--- src/rtl/sbc_pkg.sv ---
package sbc_pkg;

    // ****************************************
    // Widths and disparity values
    // ****************************************
    localparam int BYTE_W = 8;
    localparam int CHAR_W = 10;
    localparam int FIFO_DEPTH = 4;
    localparam logic RD_NEG = 1'b0;
    localparam logic RD_POS = 1'b1;
    localparam logic RD_RESET = RD_NEG;

    // ****************************************
    // Sub-block field positions (a at msb)
    // ****************************************
    localparam int SUB6_HI = 9;
    localparam int SUB6_LO = 4;
    localparam int SUB4_HI = 3;
    localparam int SUB4_LO = 0;

    // ****************************************
    // Balanced patterns that force disparity
    // ****************************************
    localparam logic [5:0] SUB6_FORCE_POS = 6'h07;
    localparam logic [5:0] SUB6_FORCE_NEG = 6'h38;
    localparam logic [3:0] SUB4_FORCE_POS = 4'h3;
    localparam logic [3:0] SUB4_FORCE_NEG = 4'hC;

    // ****************************************
    // Code tables, negative running disparity
    // ****************************************
    localparam logic [5:0] TBL6 [32] = '{
        6'h27, 6'h1D, 6'h2D, 6'h31, 6'h35, 6'h29, 6'h19, 6'h38,
        6'h39, 6'h25, 6'h15, 6'h34, 6'h0D, 6'h2C, 6'h1C, 6'h17,
        6'h1B, 6'h23, 6'h13, 6'h32, 6'h0B, 6'h2A, 6'h1A, 6'h3A,
        6'h33, 6'h26, 6'h16, 6'h36, 6'h0E, 6'h2E, 6'h1E, 6'h2B};
    localparam logic [3:0] TBL4 [8] = '{
        4'hB, 4'h9, 4'h5, 4'hC, 4'hD, 4'hA, 4'h6, 4'hE};
    localparam logic [3:0] ALT4 = 4'h7;
    localparam logic [5:0] K28_6B = 6'h0F;

    // ****************************************
    // Code groups with special handling
    // ****************************************
    localparam logic [4:0] X_K28 = 5'h1C;
    localparam logic [4:0] X_K23 = 5'h17;
    localparam logic [4:0] X_K27 = 5'h1B;
    localparam logic [4:0] X_K29 = 5'h1D;
    localparam logic [4:0] X_K30 = 5'h1E;
    localparam logic [2:0] Y_ALT = 3'h7;

    typedef struct packed {
        logic k;
        logic [BYTE_W-1:0] data;
    } sbc_byte_type;

    typedef struct packed {
        logic err;
        logic k;
        logic [BYTE_W-1:0] data;
    } sbc_dec_type;

endpackage : sbc_pkg

--- src/rtl/sbc_codec.sv ---
// Overview of operation
// - Serial bits leave in order a b c d e i f g h j.
// - Primitive characters leave in arrival order, distinguishing one first.
// - Frame characters leave in arrival order, delimiter to delimiter.
// - One shared encode function both generates and checks characters.
// - Each byte has a code for negative and for positive disparity.
// - Transmit disparity starts at a fixed value after reset.
// - Transmit disparity updates from each character sent.
// - Receive disparity starts at a fixed value after reset.
// - Every received character is checked and updates receive disparity.
// - Six-bit sub-block is abcdei, four-bit sub-block is fghj.
// - Disparity chains: previous character, six-bit, then four-bit.
// - More ones gives positive, more zeros gives negative.
// - 000111 and 0011 end positive; 111000 and 1100 end negative.
// - Other balanced sub-blocks keep the starting disparity.
// - Forced patterns emitted only from the matching starting disparity.
// - Data bytes encode per table, 00h to 100111 0100 or 011000 1011.
// - Low five byte bits select xx, high three select y.
// - Byte bit 0 is A; a separate flag marks control bytes.
// - Only listed control characters are generated or accepted.
// - Transmit and receive disparity are separate registers.
`timescale 1ns/1ps

module sbc_fifo
    import sbc_pkg::*;
#(
    parameter int WIDTH = 9,
    parameter int DEPTH = 4
) (
    input wire logic clock,
    input wire logic rst_b,
    input wire logic ce,
    input wire logic [WIDTH-1:0] in_data,
    input wire logic in_valid,
    output logic in_ready,
    output logic [WIDTH-1:0] out_data,
    output logic out_valid,
    input wire logic out_ready
);
    localparam int PW = (DEPTH > 1) ? $clog2(DEPTH) : 1;
    localparam int CW = $clog2(DEPTH + 1);

    logic [WIDTH-1:0] mem_ff [DEPTH];
    logic [PW-1:0] wr_ff, nxt_wr, rd_ff, nxt_rd;
    logic [CW-1:0] cnt_ff, nxt_cnt;
    logic ready_ff, nxt_ready;
    logic push, pop;

    // ****************************************
    // Pointers and honest flags
    // ****************************************
    always_comb begin
        push = in_valid && ready_ff;
        pop = out_valid && out_ready;
        nxt_wr = wr_ff;
        nxt_rd = rd_ff;
        if (push) begin
            nxt_wr = (wr_ff == PW'(DEPTH - 1)) ? '0 : wr_ff + 1'b1;
        end
        if (pop) begin
            nxt_rd = (rd_ff == PW'(DEPTH - 1)) ? '0 : rd_ff + 1'b1;
        end
        nxt_cnt = cnt_ff + CW'(push) - CW'(pop);
        // Registered ready keeps the source path short
        nxt_ready = (nxt_cnt != CW'(DEPTH));
    end

    always_ff @(posedge clock or negedge rst_b) begin
        if (!rst_b) begin
            wr_ff <= '0;
            rd_ff <= '0;
            cnt_ff <= '0;
            ready_ff <= 1'b0;
        end else if (ce) begin
            wr_ff <= nxt_wr;
            rd_ff <= nxt_rd;
            cnt_ff <= nxt_cnt;
            ready_ff <= nxt_ready;
        end
    end

    always_ff @(posedge clock) begin
        if (ce && push) begin
            mem_ff[wr_ff] <= in_data;
        end
    end

    assign in_ready = ready_ff;
    assign out_valid = (cnt_ff != '0);
    assign out_data = mem_ff[rd_ff];
endmodule : sbc_fifo

module sbc_codec
    import sbc_pkg::*;
#(
    parameter int DEPTH = FIFO_DEPTH
) (
    input wire logic clock,
    input wire logic rst_b,
    input wire logic ce,
    input wire sbc_byte_type tx_in,
    input wire logic tx_in_valid,
    output logic tx_in_ready,
    output logic tx_bit,
    output logic tx_bit_valid,
    output logic tx_rd,
    input wire logic [CHAR_W-1:0] rx_char,
    input wire logic rx_char_valid,
    output sbc_dec_type rx_out,
    output logic rx_out_valid,
    output logic rx_rd
);

    // ****************************************
    // Disparity of one sub-block
    // ****************************************
    function automatic logic sub_rd6(input logic [5:0] s, input logic rd);
        logic [2:0] ones;
        ones = 3'(s[0]) + 3'(s[1]) + 3'(s[2]) + 3'(s[3]) + 3'(s[4])
            + 3'(s[5]);
        if (ones > 3'd3) begin
            return RD_POS;
        end else if (ones < 3'd3) begin
            return RD_NEG;
        end else if (s == SUB6_FORCE_POS) begin
            return RD_POS;
        end else if (s == SUB6_FORCE_NEG) begin
            return RD_NEG;
        end else begin
            return rd;
        end
    endfunction : sub_rd6

    function automatic logic sub_rd4(input logic [3:0] s, input logic rd);
        logic [2:0] ones;
        ones = 3'(s[0]) + 3'(s[1]) + 3'(s[2]) + 3'(s[3]);
        if (ones > 3'd2) begin
            return RD_POS;
        end else if (ones < 3'd2) begin
            return RD_NEG;
        end else if (s == SUB4_FORCE_POS) begin
            return RD_POS;
        end else if (s == SUB4_FORCE_NEG) begin
            return RD_NEG;
        end else begin
            return rd;
        end
    endfunction : sub_rd4

    // Six-bit result feeds the four-bit start
    function automatic logic char_rd(input logic [CHAR_W-1:0] c,
                                     input logic rd);
        logic r6;
        r6 = sub_rd6(c[SUB6_HI:SUB6_LO], rd);
        return sub_rd4(c[SUB4_HI:SUB4_LO], r6);
    endfunction : char_rd

    // ****************************************
    // Control character check
    // ****************************************
    function automatic logic k_ok(input logic [BYTE_W-1:0] b);
        logic [4:0] x;
        x = b[4:0];
        return (x == X_K28) || ((b[7:5] == Y_ALT) && ((x == X_K23)
            || (x == X_K27) || (x == X_K29) || (x == X_K30)));
    endfunction : k_ok

    // ****************************************
    // Encoder shared by both directions
    // ****************************************
    function automatic logic [CHAR_W-1:0] enc(input logic [BYTE_W-1:0] b,
                                             input logic k,
                                             input logic rd);
        logic [4:0] x;
        logic [2:0] y;
        logic [5:0] c6;
        logic [3:0] c4;
        logic r6;
        logic alt;
        logic bal4;
        logic inv4;
        x = b[4:0];
        y = b[7:5];
        c6 = (k && x == X_K28) ? K28_6B : TBL6[x];
        // At positive disparity, complement if more ones, or if 000111 or 111000
        if (rd == RD_POS
            && (sub_rd6(c6, RD_NEG) != RD_NEG || c6 == SUB6_FORCE_NEG)) begin
            c6 = ~c6;
        end
        r6 = sub_rd6(c6, rd);
        // Alternate form keeps run length at five
        alt = (y == Y_ALT) && (k
            || (r6 == RD_NEG && (x == 5'h11 || x == 5'h12 || x == 5'h14))
            || (r6 == RD_POS && (x == 5'h0B || x == 5'h0D || x == 5'h0E)));
        c4 = alt ? ALT4 : TBL4[y];
        bal4 = (sub_rd4(c4, RD_NEG) == RD_POS) && (c4 != SUB4_FORCE_POS)
            ? 1'b0 : (sub_rd4(c4, RD_POS) == RD_NEG && c4 != SUB4_FORCE_NEG)
            ? 1'b0 : 1'b1;
        if (!bal4 || c4 == SUB4_FORCE_NEG) begin
            inv4 = (r6 == RD_POS);
        end else begin
            inv4 = k && (r6 == RD_NEG);
        end
        if (inv4) begin
            c4 = ~c4;
        end
        return {c6, c4};
    endfunction : enc

    // ****************************************
    // Transmit path: buffer, encoder, shifter
    // ****************************************
    sbc_byte_type q_data;
    logic q_valid;
    logic q_ready;
    logic [CHAR_W-2:0] sh_ff, nxt_sh;
    logic [3:0] left_ff, nxt_left;
    logic bit_ff, nxt_bit;
    logic bitv_ff, nxt_bitv;
    logic trd_ff, nxt_trd;
    logic [CHAR_W-1:0] tx_code;

    // Strict FIFO order keeps primitives and frames intact
    sbc_fifo #(
        .WIDTH($bits(sbc_byte_type)),
        .DEPTH(DEPTH)
    ) u_fifo (
        .clock(clock),
        .rst_b(rst_b),
        .ce(ce),
        .in_data(tx_in),
        .in_valid(tx_in_valid),
        .in_ready(tx_in_ready),
        .out_data(q_data),
        .out_valid(q_valid),
        .out_ready(q_ready)
    );

    always_comb begin
        tx_code = enc(q_data.data, q_data.k, trd_ff);
        // Shifter busy stalls the buffer drain
        q_ready = (left_ff == 4'h0);
        nxt_sh = sh_ff;
        nxt_left = left_ff;
        nxt_bit = bit_ff;
        nxt_bitv = 1'b0;
        nxt_trd = trd_ff;
        if (left_ff != 4'h0) begin
            nxt_bit = sh_ff[CHAR_W-2];
            nxt_sh = {sh_ff[CHAR_W-3:0], 1'b0};
            nxt_left = left_ff - 4'h1;
            nxt_bitv = 1'b1;
        end else if (q_valid) begin
            // Illegal control bytes are dropped, never sent
            if (!q_data.k || k_ok(q_data.data)) begin
                nxt_bit = tx_code[CHAR_W-1];
                nxt_sh = tx_code[CHAR_W-2:0];
                nxt_left = 4'(CHAR_W - 1);
                nxt_bitv = 1'b1;
                nxt_trd = char_rd(tx_code, trd_ff);
            end
        end
    end

    always_ff @(posedge clock or negedge rst_b) begin
        if (!rst_b) begin
            sh_ff <= '0;
            left_ff <= 4'h0;
            bit_ff <= 1'b0;
            bitv_ff <= 1'b0;
            trd_ff <= RD_RESET;
        end else if (ce) begin
            sh_ff <= nxt_sh;
            left_ff <= nxt_left;
            bit_ff <= nxt_bit;
            bitv_ff <= nxt_bitv;
            trd_ff <= nxt_trd;
        end
    end

    // ****************************************
    // Receive path: decode and check
    // ****************************************
    sbc_dec_type dec_ff, nxt_dec;
    logic decv_ff, nxt_decv;
    logic rrd_ff, nxt_rrd;
    logic [BYTE_W:0] cand;

    always_comb begin
        nxt_dec = dec_ff;
        nxt_decv = 1'b0;
        nxt_rrd = rrd_ff;
        cand = '0;
        if (rx_char_valid) begin
            nxt_dec = '{err: 1'b1, k: 1'b0, data: '0};
            // Exhaustive match against the encoder's own output
            for (int i = 0; i < 512; i++) begin
                cand = (BYTE_W + 1)'(i);
                if ((!cand[BYTE_W] || k_ok(cand[BYTE_W-1:0])) &&
                    enc(cand[BYTE_W-1:0], cand[BYTE_W], rrd_ff) == rx_char)
                begin
                    nxt_dec = '{err: 1'b0, k: cand[BYTE_W],
                                data: cand[BYTE_W-1:0]};
                end
            end
            nxt_decv = 1'b1;
            nxt_rrd = char_rd(rx_char, rrd_ff);
        end
    end

    always_ff @(posedge clock or negedge rst_b) begin
        if (!rst_b) begin
            dec_ff <= '0;
            decv_ff <= 1'b0;
            rrd_ff <= RD_RESET;
        end else if (ce) begin
            dec_ff <= nxt_dec;
            decv_ff <= nxt_decv;
            rrd_ff <= nxt_rrd;
        end
    end

    assign tx_bit = bit_ff;
    assign tx_bit_valid = bitv_ff;
    assign tx_rd = trd_ff;
    assign rx_out = dec_ff;
    assign rx_out_valid = decv_ff;
    assign rx_rd = rrd_ff;
endmodule : sbc_codec

--- config.mk ---
export PLATFORM = sky130hd
export DESIGN_NAME = sbc_codec
export DESIGN_NICKNAME = d
export VERILOG_FILES = /design/src/rtl/sbc_pkg.sv /design/src/rtl/sbc_codec.sv
export SDC_FILE = /design/constraint.sdc
export NUM_CORES = 1
export LEC_CHECK = 0
export BUFFER_PORTS_ARGS = -buffer_cell sky130_fd_sc_hd__buf_2
export CAP_MARGIN = 20
export CORE_UTILIZATION = 50
export DETAILED_ROUTE_END_ITERATION = 10
export MAX_ROUTING_LAYER = met4
export PLACE_DENSITY_LB_ADDON = 0.12
export SKIP_CTS_REPAIR_TIMING = 1
export SLEW_MARGIN = 20
export SYNTH_ARGS = -nofsm -noshare
export SYNTH_HDL_FRONTEND = slang
export SYNTH_SLANG_ARGS = --single-unit
--- constraint.sdc ---
create_clock -name clock -period 29.1 [get_ports clock]
set_clock_uncertainty 0.05 [all_clocks]
set_input_delay 2.91 -clock clock [delete_from_list [all_inputs] [get_ports clock]]
set_output_delay 2.91 -clock clock [all_outputs]
set_load 0.01 [all_outputs]
==> results.yml, run 1 <==
routing:
  dr_total_vias: 8973
  routed_wirelength_mm: 28.7
  drt-pass1-iter-count: 6
  drc: 0
  drt_iter0_markers: 1380
  viasPerCell: 6.89
  postRouteAntennaNets: 0
  wl_per_cell_um: 22.0
clocking:
  cts-buffers-inserted: 9
  cts.sinks: 72
  htree_levels: 3
  cts_buffer_depth: 2
  cts_tree: "yes"
  path_clk_slew_ns: 0.06
  clk_latency_ns: 0.34
  cts-root-buf: "clkbuf_16"
sta:
  fin_crit_sh_pct: 37.4
  finalSetupTns_ns: 0
  min_period_ns: 10.90
  fmax_mhz: 91.8
  finalSetupViolations: 0
  hold_viol_final: 0
  relSlewSlack_pct: 30.7
  worst_pin_slew_ns: 1.03
  rsz0062_at_grt: "no"
  drv_slew: 0
global_route:
  grt_use_total_pct: 34.2
  grt-ovfl-total: 0
  grt_first_pass_wirelength_mm: 45.3
  grt_start_max_net_pins: 38
  grt_pass1_vias: 8027
  antenna_found_initial: 0
synth:
  ys_ff_latch: 72
  synth_ff_type: "edfxtp_1"
  syn-num-nets: 1156
  synth_edf_count: 36
  yosys.area.top_type: "edfxtp_1"
  syn_inst: 1082
  synth.yosys.seq_area_share_pct: 23.5
  synth-async-reset-ratio_pct: 50.0
  synth.distinct_cells: 87
  post-synth-top-area-fraction_pct: 12.8
  synth_area_mm2: 0.00844
  synth_area_leaders: "edfxtp_1, dfrtp_1, ha_1, nand2_1, o21ai_0"
  synth_warnings: 0
  syn_avg_cell_area_um2: 7.80
floorplanning:
  num_rows: 47
  fp.dieW_um: 132
  core_area_mm2: 0.0165
  dieArea_mm2: 0.0174
  ios: 40
  die_height_um: 132
  initial_core_util_pct: 51.1
setup_path:
  crit_family: "adder cells"
  cp_max_fo: 16
  reg2reg_from: "u_fifo.rd_ff[0]"
  cp-start-kind: "flop"
  crit_type: "flop to flop"
  end_kind: "flop"
  critPathRequiredTime_ns: 29.28
  worst-path-buf-inv: 4
  crit_arrival_ns: 11.08
  cpMaxStageDelayCell: "dfrtp_1"
  cpPeakStageDelay_ns: 0.81
  startpoint: "u_fifo.rd_ff[0]"
  cpMostUsedCell: "ha_1"
cells_and_area:
  area_growth_pct: 6.75
  finalInstanceArea_mm2: 0.00901
  multi_input_area_mm2: 0.00602
  nets: 1151
  drive_gt1_share_pct: 7.76
  seqCellArea_mm2: 0.00198
  nFillCells: 1608
  n_antenna_cell: 0
place:
  io_buffers: 39
  dp_hpwl_mm: 21.0
  finalWeightedCongestion: 1.02
  dpl_cell_area_mm2: 0.00872
hold_path:
  worstHoldStart: "tx_bit"
  hold_path_class: "flop to flop"
power_and_ir_drop:
  p_per_area_mw_per_mm2: 114
  p_leak_nw: 3.55
  peakVddDrop_v: 0.000129
flow_run:
  drv_cap: 0
run_status:
  outcome: "finished clean"
[where the power goes]
group	leakage (nW)	total (mW)	internal (mW)	switching, mW
clock network	0.137	0.110	0.0664	0.0435
logic	2.65	0.762	0.326	0.436
registers	0.769	0.151	0.130	0.0213
[kinds of logic (layout without fill, tap and decap cells)]
kind of cell    after synthesis  after routing  synth area share [%]
flops                        72             72                  23.5
fa+ha+maj                    50             50                  8.30
simple gates                430            430                  25.3
xor+xnor                     18             18                  1.87
compound gates              363            363                  29.5
buf+inv                     109            109                  5.20
mux                          40             40                  6.27
[area by class of cell]
| type | count | area share, % |
|---|---|---|
| sequential | 72 | 22.0 |
| timing repair buffer | 49 | 3.00 |
| tap | 220 | 3.06 |
| multi-input combinational | 901 | 66.9 |
| clock inverter | 5 | 0.653 |
| inverter | 44 | 1.83 |
| clock buffer | 11 | 2.58 |
[state kept, by name, indices dropped and copies added, names as in the netlist, 2 cells and up]
| signal | flops |
|---|---|
| u_fifo.wr_ff | 2 |
| u_fifo.mem_ff | 36 |
| u_fifo.cnt_ff | 3 |
| rx_out | 10 |
| sh_ff | 9 |
| left_ff | 4 |
| u_fifo.rd_ff | 2 |
[tightest hold or removal path, cell delays in order (launching register included)]
cell	delay (ns)
dfrtp_1	0.33
nand2_1	0.04
o21ai_0	0.06
[path summary, 6_finish.rpt]
path                             end  slack, ns  depth (start not counted)
setup / recovery               tx_rd      18.20                         36
hold / removal                tx_bit       0.43                          2
setup reg to reg               tx_rd      18.20                         36
hold reg to reg               tx_bit       0.43                          2
max in group asynchronous  rx_out[0]      25.83                          1
min in group asynchronous      rx_rd       2.62                          1
[synthesized netlist by cell type (12+ instances only)]
master and count:
nand2_1 121, nor2_1 93, o21ai_0 74, a21oi_1 72, clkbuf_1 49, nand3_1 48
inv_1 43, ha_1 40, dfrtp_1 36, edfxtp_1 36, a31oi_1 32, mux2i_1 27
and2_1 24, nand2b_1 23, nor2b_1 22, nor3_1 19, o22ai_1 19, and3_1 15
a22oi_1 14, a32oi_1 12, nand4_1 12
[per-layer routing]
| metal | part of all wire, % | track usage (%) | wire length [um] |
|---|---|---|---|
| met5 | 0 | - | 0 |
| met4 | 3.7 | 12.2 | 1070 |
| met3 | 12 | 7.80 | 3350 |
| met2 | 41 | 46.7 | 11700 |
| met1 | 44 | 48.9 | 12600 |
[per-stage QoR]
stage	setup slack [ns]	instances	hold WS [ns]	util, %	total power [mW]
after floorplan	19.72	1082	0.399	-	0.753
after global placement	18.50	1286	0.410	52.8	0.876
after detailed placement	18.24	1286	0.419	52.8	0.906
after CTS	18.19	1302	0.432	54.5	1.02
after global routing	17.40	1302	0.455	54.5	1.13
final	18.20	1302	0.427	54.5	1.02
[cell usage in the layout (no fill, tap or decap), types with 22 or more instances in the layout]
master    instances
a21oi_1          72
nand2_1         121
dfrtp_1          36
buf_2            39
inv_1            43
o21ai_0          74
nand2b_1         23
a31oi_1          32
nor2_1           93
nand3_1          48
mux2i_1          27
ha_1             40
nor2b_1          22
edfxtp_1         36
and2_1           24
(Power assumes the default switching activity.)
==> run 2: changes to the inputs <==
- ABC_AREA: not set -> 1
- clock period: 29.1 -> 9.6 ns (I/O delays scaled with it)
==> results.yml, run 2 <==
run_status:
  outcome: "finished clean"
clocking:
  cts_buffer_depth: 2
  cts_tree: "yes"
  cts-buffers-inserted: 9
  cts.sinks: 72
  cts-root-buf: "clkbuf_16"
  clk_latency_ns: 0.34
  path_clk_slew_ns: 0.06
  htree_levels: 3
synth:
  synth_compound_area_share_pct: 13.6
  synth_area_leaders: "nand2_1, edfxtp_1, dfrtp_1, inv_1, nand3_1"
  synth_top_cells_by_count: "nand2_1, inv_1, nor2_1, nand3_1, nor3_1"
  synth_simple_gate_area_share_pct: 42.6
  synth_top_family_by_area: "simple AND/OR/NAND/NOR gates"
  synth.mux.area_fraction_pct: 0
  synth_area_mm2: 0.00944
  post-synth-top-area-fraction_pct: 13.8
  synthAdderAreaFrac_pct: 7.43
  synth.yosys.seq_area_share_pct: 21.0
  syn_avg_cell_area_um2: 6.16
  yosys.area.top_type: "nand2_1"
  syn-num-nets: 1605
  synth-async-reset-ratio_pct: 50.0
  synth_warnings: 0
  ys_ff_latch: 72
  yosysMostFrequentCell: "nand2_1"
  syn_inst: 1531
  synth_ff_type: "edfxtp_1"
  synth_edf_count: 36
  synth.distinct_cells: 52
  synthXorXnorAreaFrac_pct: 1.39
setup_path:
  crit_arrival_ns: 9.50
  end_kind: "flop"
  crit_type: "input pin to flop"
  critPathRequiredTime_ns: 9.77
  cpMaxStageDelayCell: "buf_4"
  cpMostUsedCell: "nand2_1"
  crit_family: "simple AND/OR/NAND/NOR gates"
  cpPeakStageDelay_ns: 0.16
  worst-path-buf-inv: 5
  cp-start-kind: "input pin"
  cp_max_fo: 4
sta:
  finalSetupViolations: 0
  finalSetupTns_ns: 0
  relSlewSlack_pct: 27.2
  fmax_mhz: 107
  min_period_ns: 9.33
  rsz0062_at_grt: "yes"
  drv_slew: 0
  fin_crit_sh_pct: 97.2
  worst_pin_slew_ns: 1.08
  hold_viol_final: 0
cells_and_area:
  drive_gt1_share_pct: 14.7
  largest_reg_flops: 36
  nets: 1739
  nFillCells: 1736
  fin_util_pct: 59.7
  final_common_cell: "nand2_1"
  area_growth_pct: 15.2
  final_cell_mix: "nand2_1, inv_1, nor2_1"
  regMostFlops: "u_fifo.mem_ff"
routing:
  postRouteAntennaNets: 0
  wl_per_cell_um: 21.1
  dr_total_vias: 11748
  viasPerCell: 6.18
  routed_wirelength_mm: 40.1
  drt_iter0_markers: 1334
  drt-pass1-iter-count: 7
  drc: 0
global_route:
  grt_first_pass_wirelength_mm: 61.4
  grt_start_max_net_pins: 37
  antenna_found_initial: 1
  grt_use_total_pct: 42.5
  grt-ovfl-total: 0
  grt_pass1_vias: 11140
place:
  finalWeightedCongestion: 1.14
  io_buffers: 39
  dp_hpwl_mm: 30.7
floorplanning:
  initial_core_util_pct: 51.8
  die_height_um: 139
  fp.dieW_um: 139
  ios: 40
  core_area_mm2: 0.0182
  num_rows: 49
  dieArea_mm2: 0.0194
hold_path:
  hold_path_class: "flop to flop"
power_and_ir_drop:
  peakVddDrop_v: 0.000829
  p_per_area_mw_per_mm2: 391
  p_leak_nw: 5.40
flow_run:
  drv_cap: 0
-- run 2: per-layer routing --
metal	GRT usage (%)	share of wire, %	up-vias
met5	-	0	-
li1	-	-	5424
met3	7.40	11	206
met4	30.2	7.9	0
met1	49.8	37	5348
met2	66.0	44	770
-- run 2: logic make-up (layout without fill, tap and decap cells) --
group,Yosys count,in the layout
other,0,1
buffers and inverters,298,437
AO/OA/AOI/OAI,205,205
XOR/XNOR,15,15
AND/OR/NAND/NOR,891,891
adder cells (fa/ha/maj),50,50
flip-flops,72,72
-- run 2: tightest hold or removal path, cell delays in order (launching register included) --
cell and delay, ns:
dfrtp_1 0.34, nand2_1 0.06, nand2_1 0.05
-- run 2: path summary, 6_finish.rpt --
check	from	to	slack, ns	cells after the start
hold reg to reg	rx_out_valid	rx_out_valid	0.42	2
setup reg to reg	rx_rd	rx_out[0]	0.29	123
setup / recovery	rx_char[5]	rx_out[0]	0.27	124
max in group asynchronous	rst_b	rx_out[0]	8.33	1
hold / removal	rx_out_valid	rx_out_valid	0.42	2
min in group asynchronous	rst_b	left_ff[1]	0.66	1
-- run 2: final cells by class --
type / count / area [um^2] / share of cell area [%]
Sequential cell: 72 / 1980 / 18.2
Timing Repair Buffer: 162 / 1130 / 10.4
Multi-Input combinational cell: 1161 / 6200 / 57.0
Inverter: 259 / 982 / 9.03
Tap cell: 229 / 287 / 2.63
Clock inverter: 7 / 60.1 / 0.552
Clock buffer: 9 / 225 / 2.07
Antenna cell: 1 / 2.50 / 0.0230
-- run 2: per-stage QoR --
stage | worst slack [ns] | hold slack (ns) | power (mW) | std cells | cell area, um^2
after global placement | 0.0758 | 0.408 | 3.52 | 1879 | 10500
after CTS | 0.390 | 0.421 | 4.14 | 1895 | 10800
final | 0.273 | 0.421 | 4.26 | 1900 | 10900
after detailed placement | 0.0841 | 0.406 | 3.73 | 1879 | 10500
after floorplan | 1.27 | 0.400 | 2.87 | 1531 | 9440
after global routing | -1.17 | 0.440 | 4.74 | 1900 | 10900
-- run 2: report_power, final --
group | internal [mW] | switching [mW] | leakage, nW
clock network | 0.179 | 0.138 | 0.131
registers | 0.401 | 0.0480 | 0.768
logic | 1.27 | 2.22 | 4.50
total | 1.85 | 2.40 | 5.40
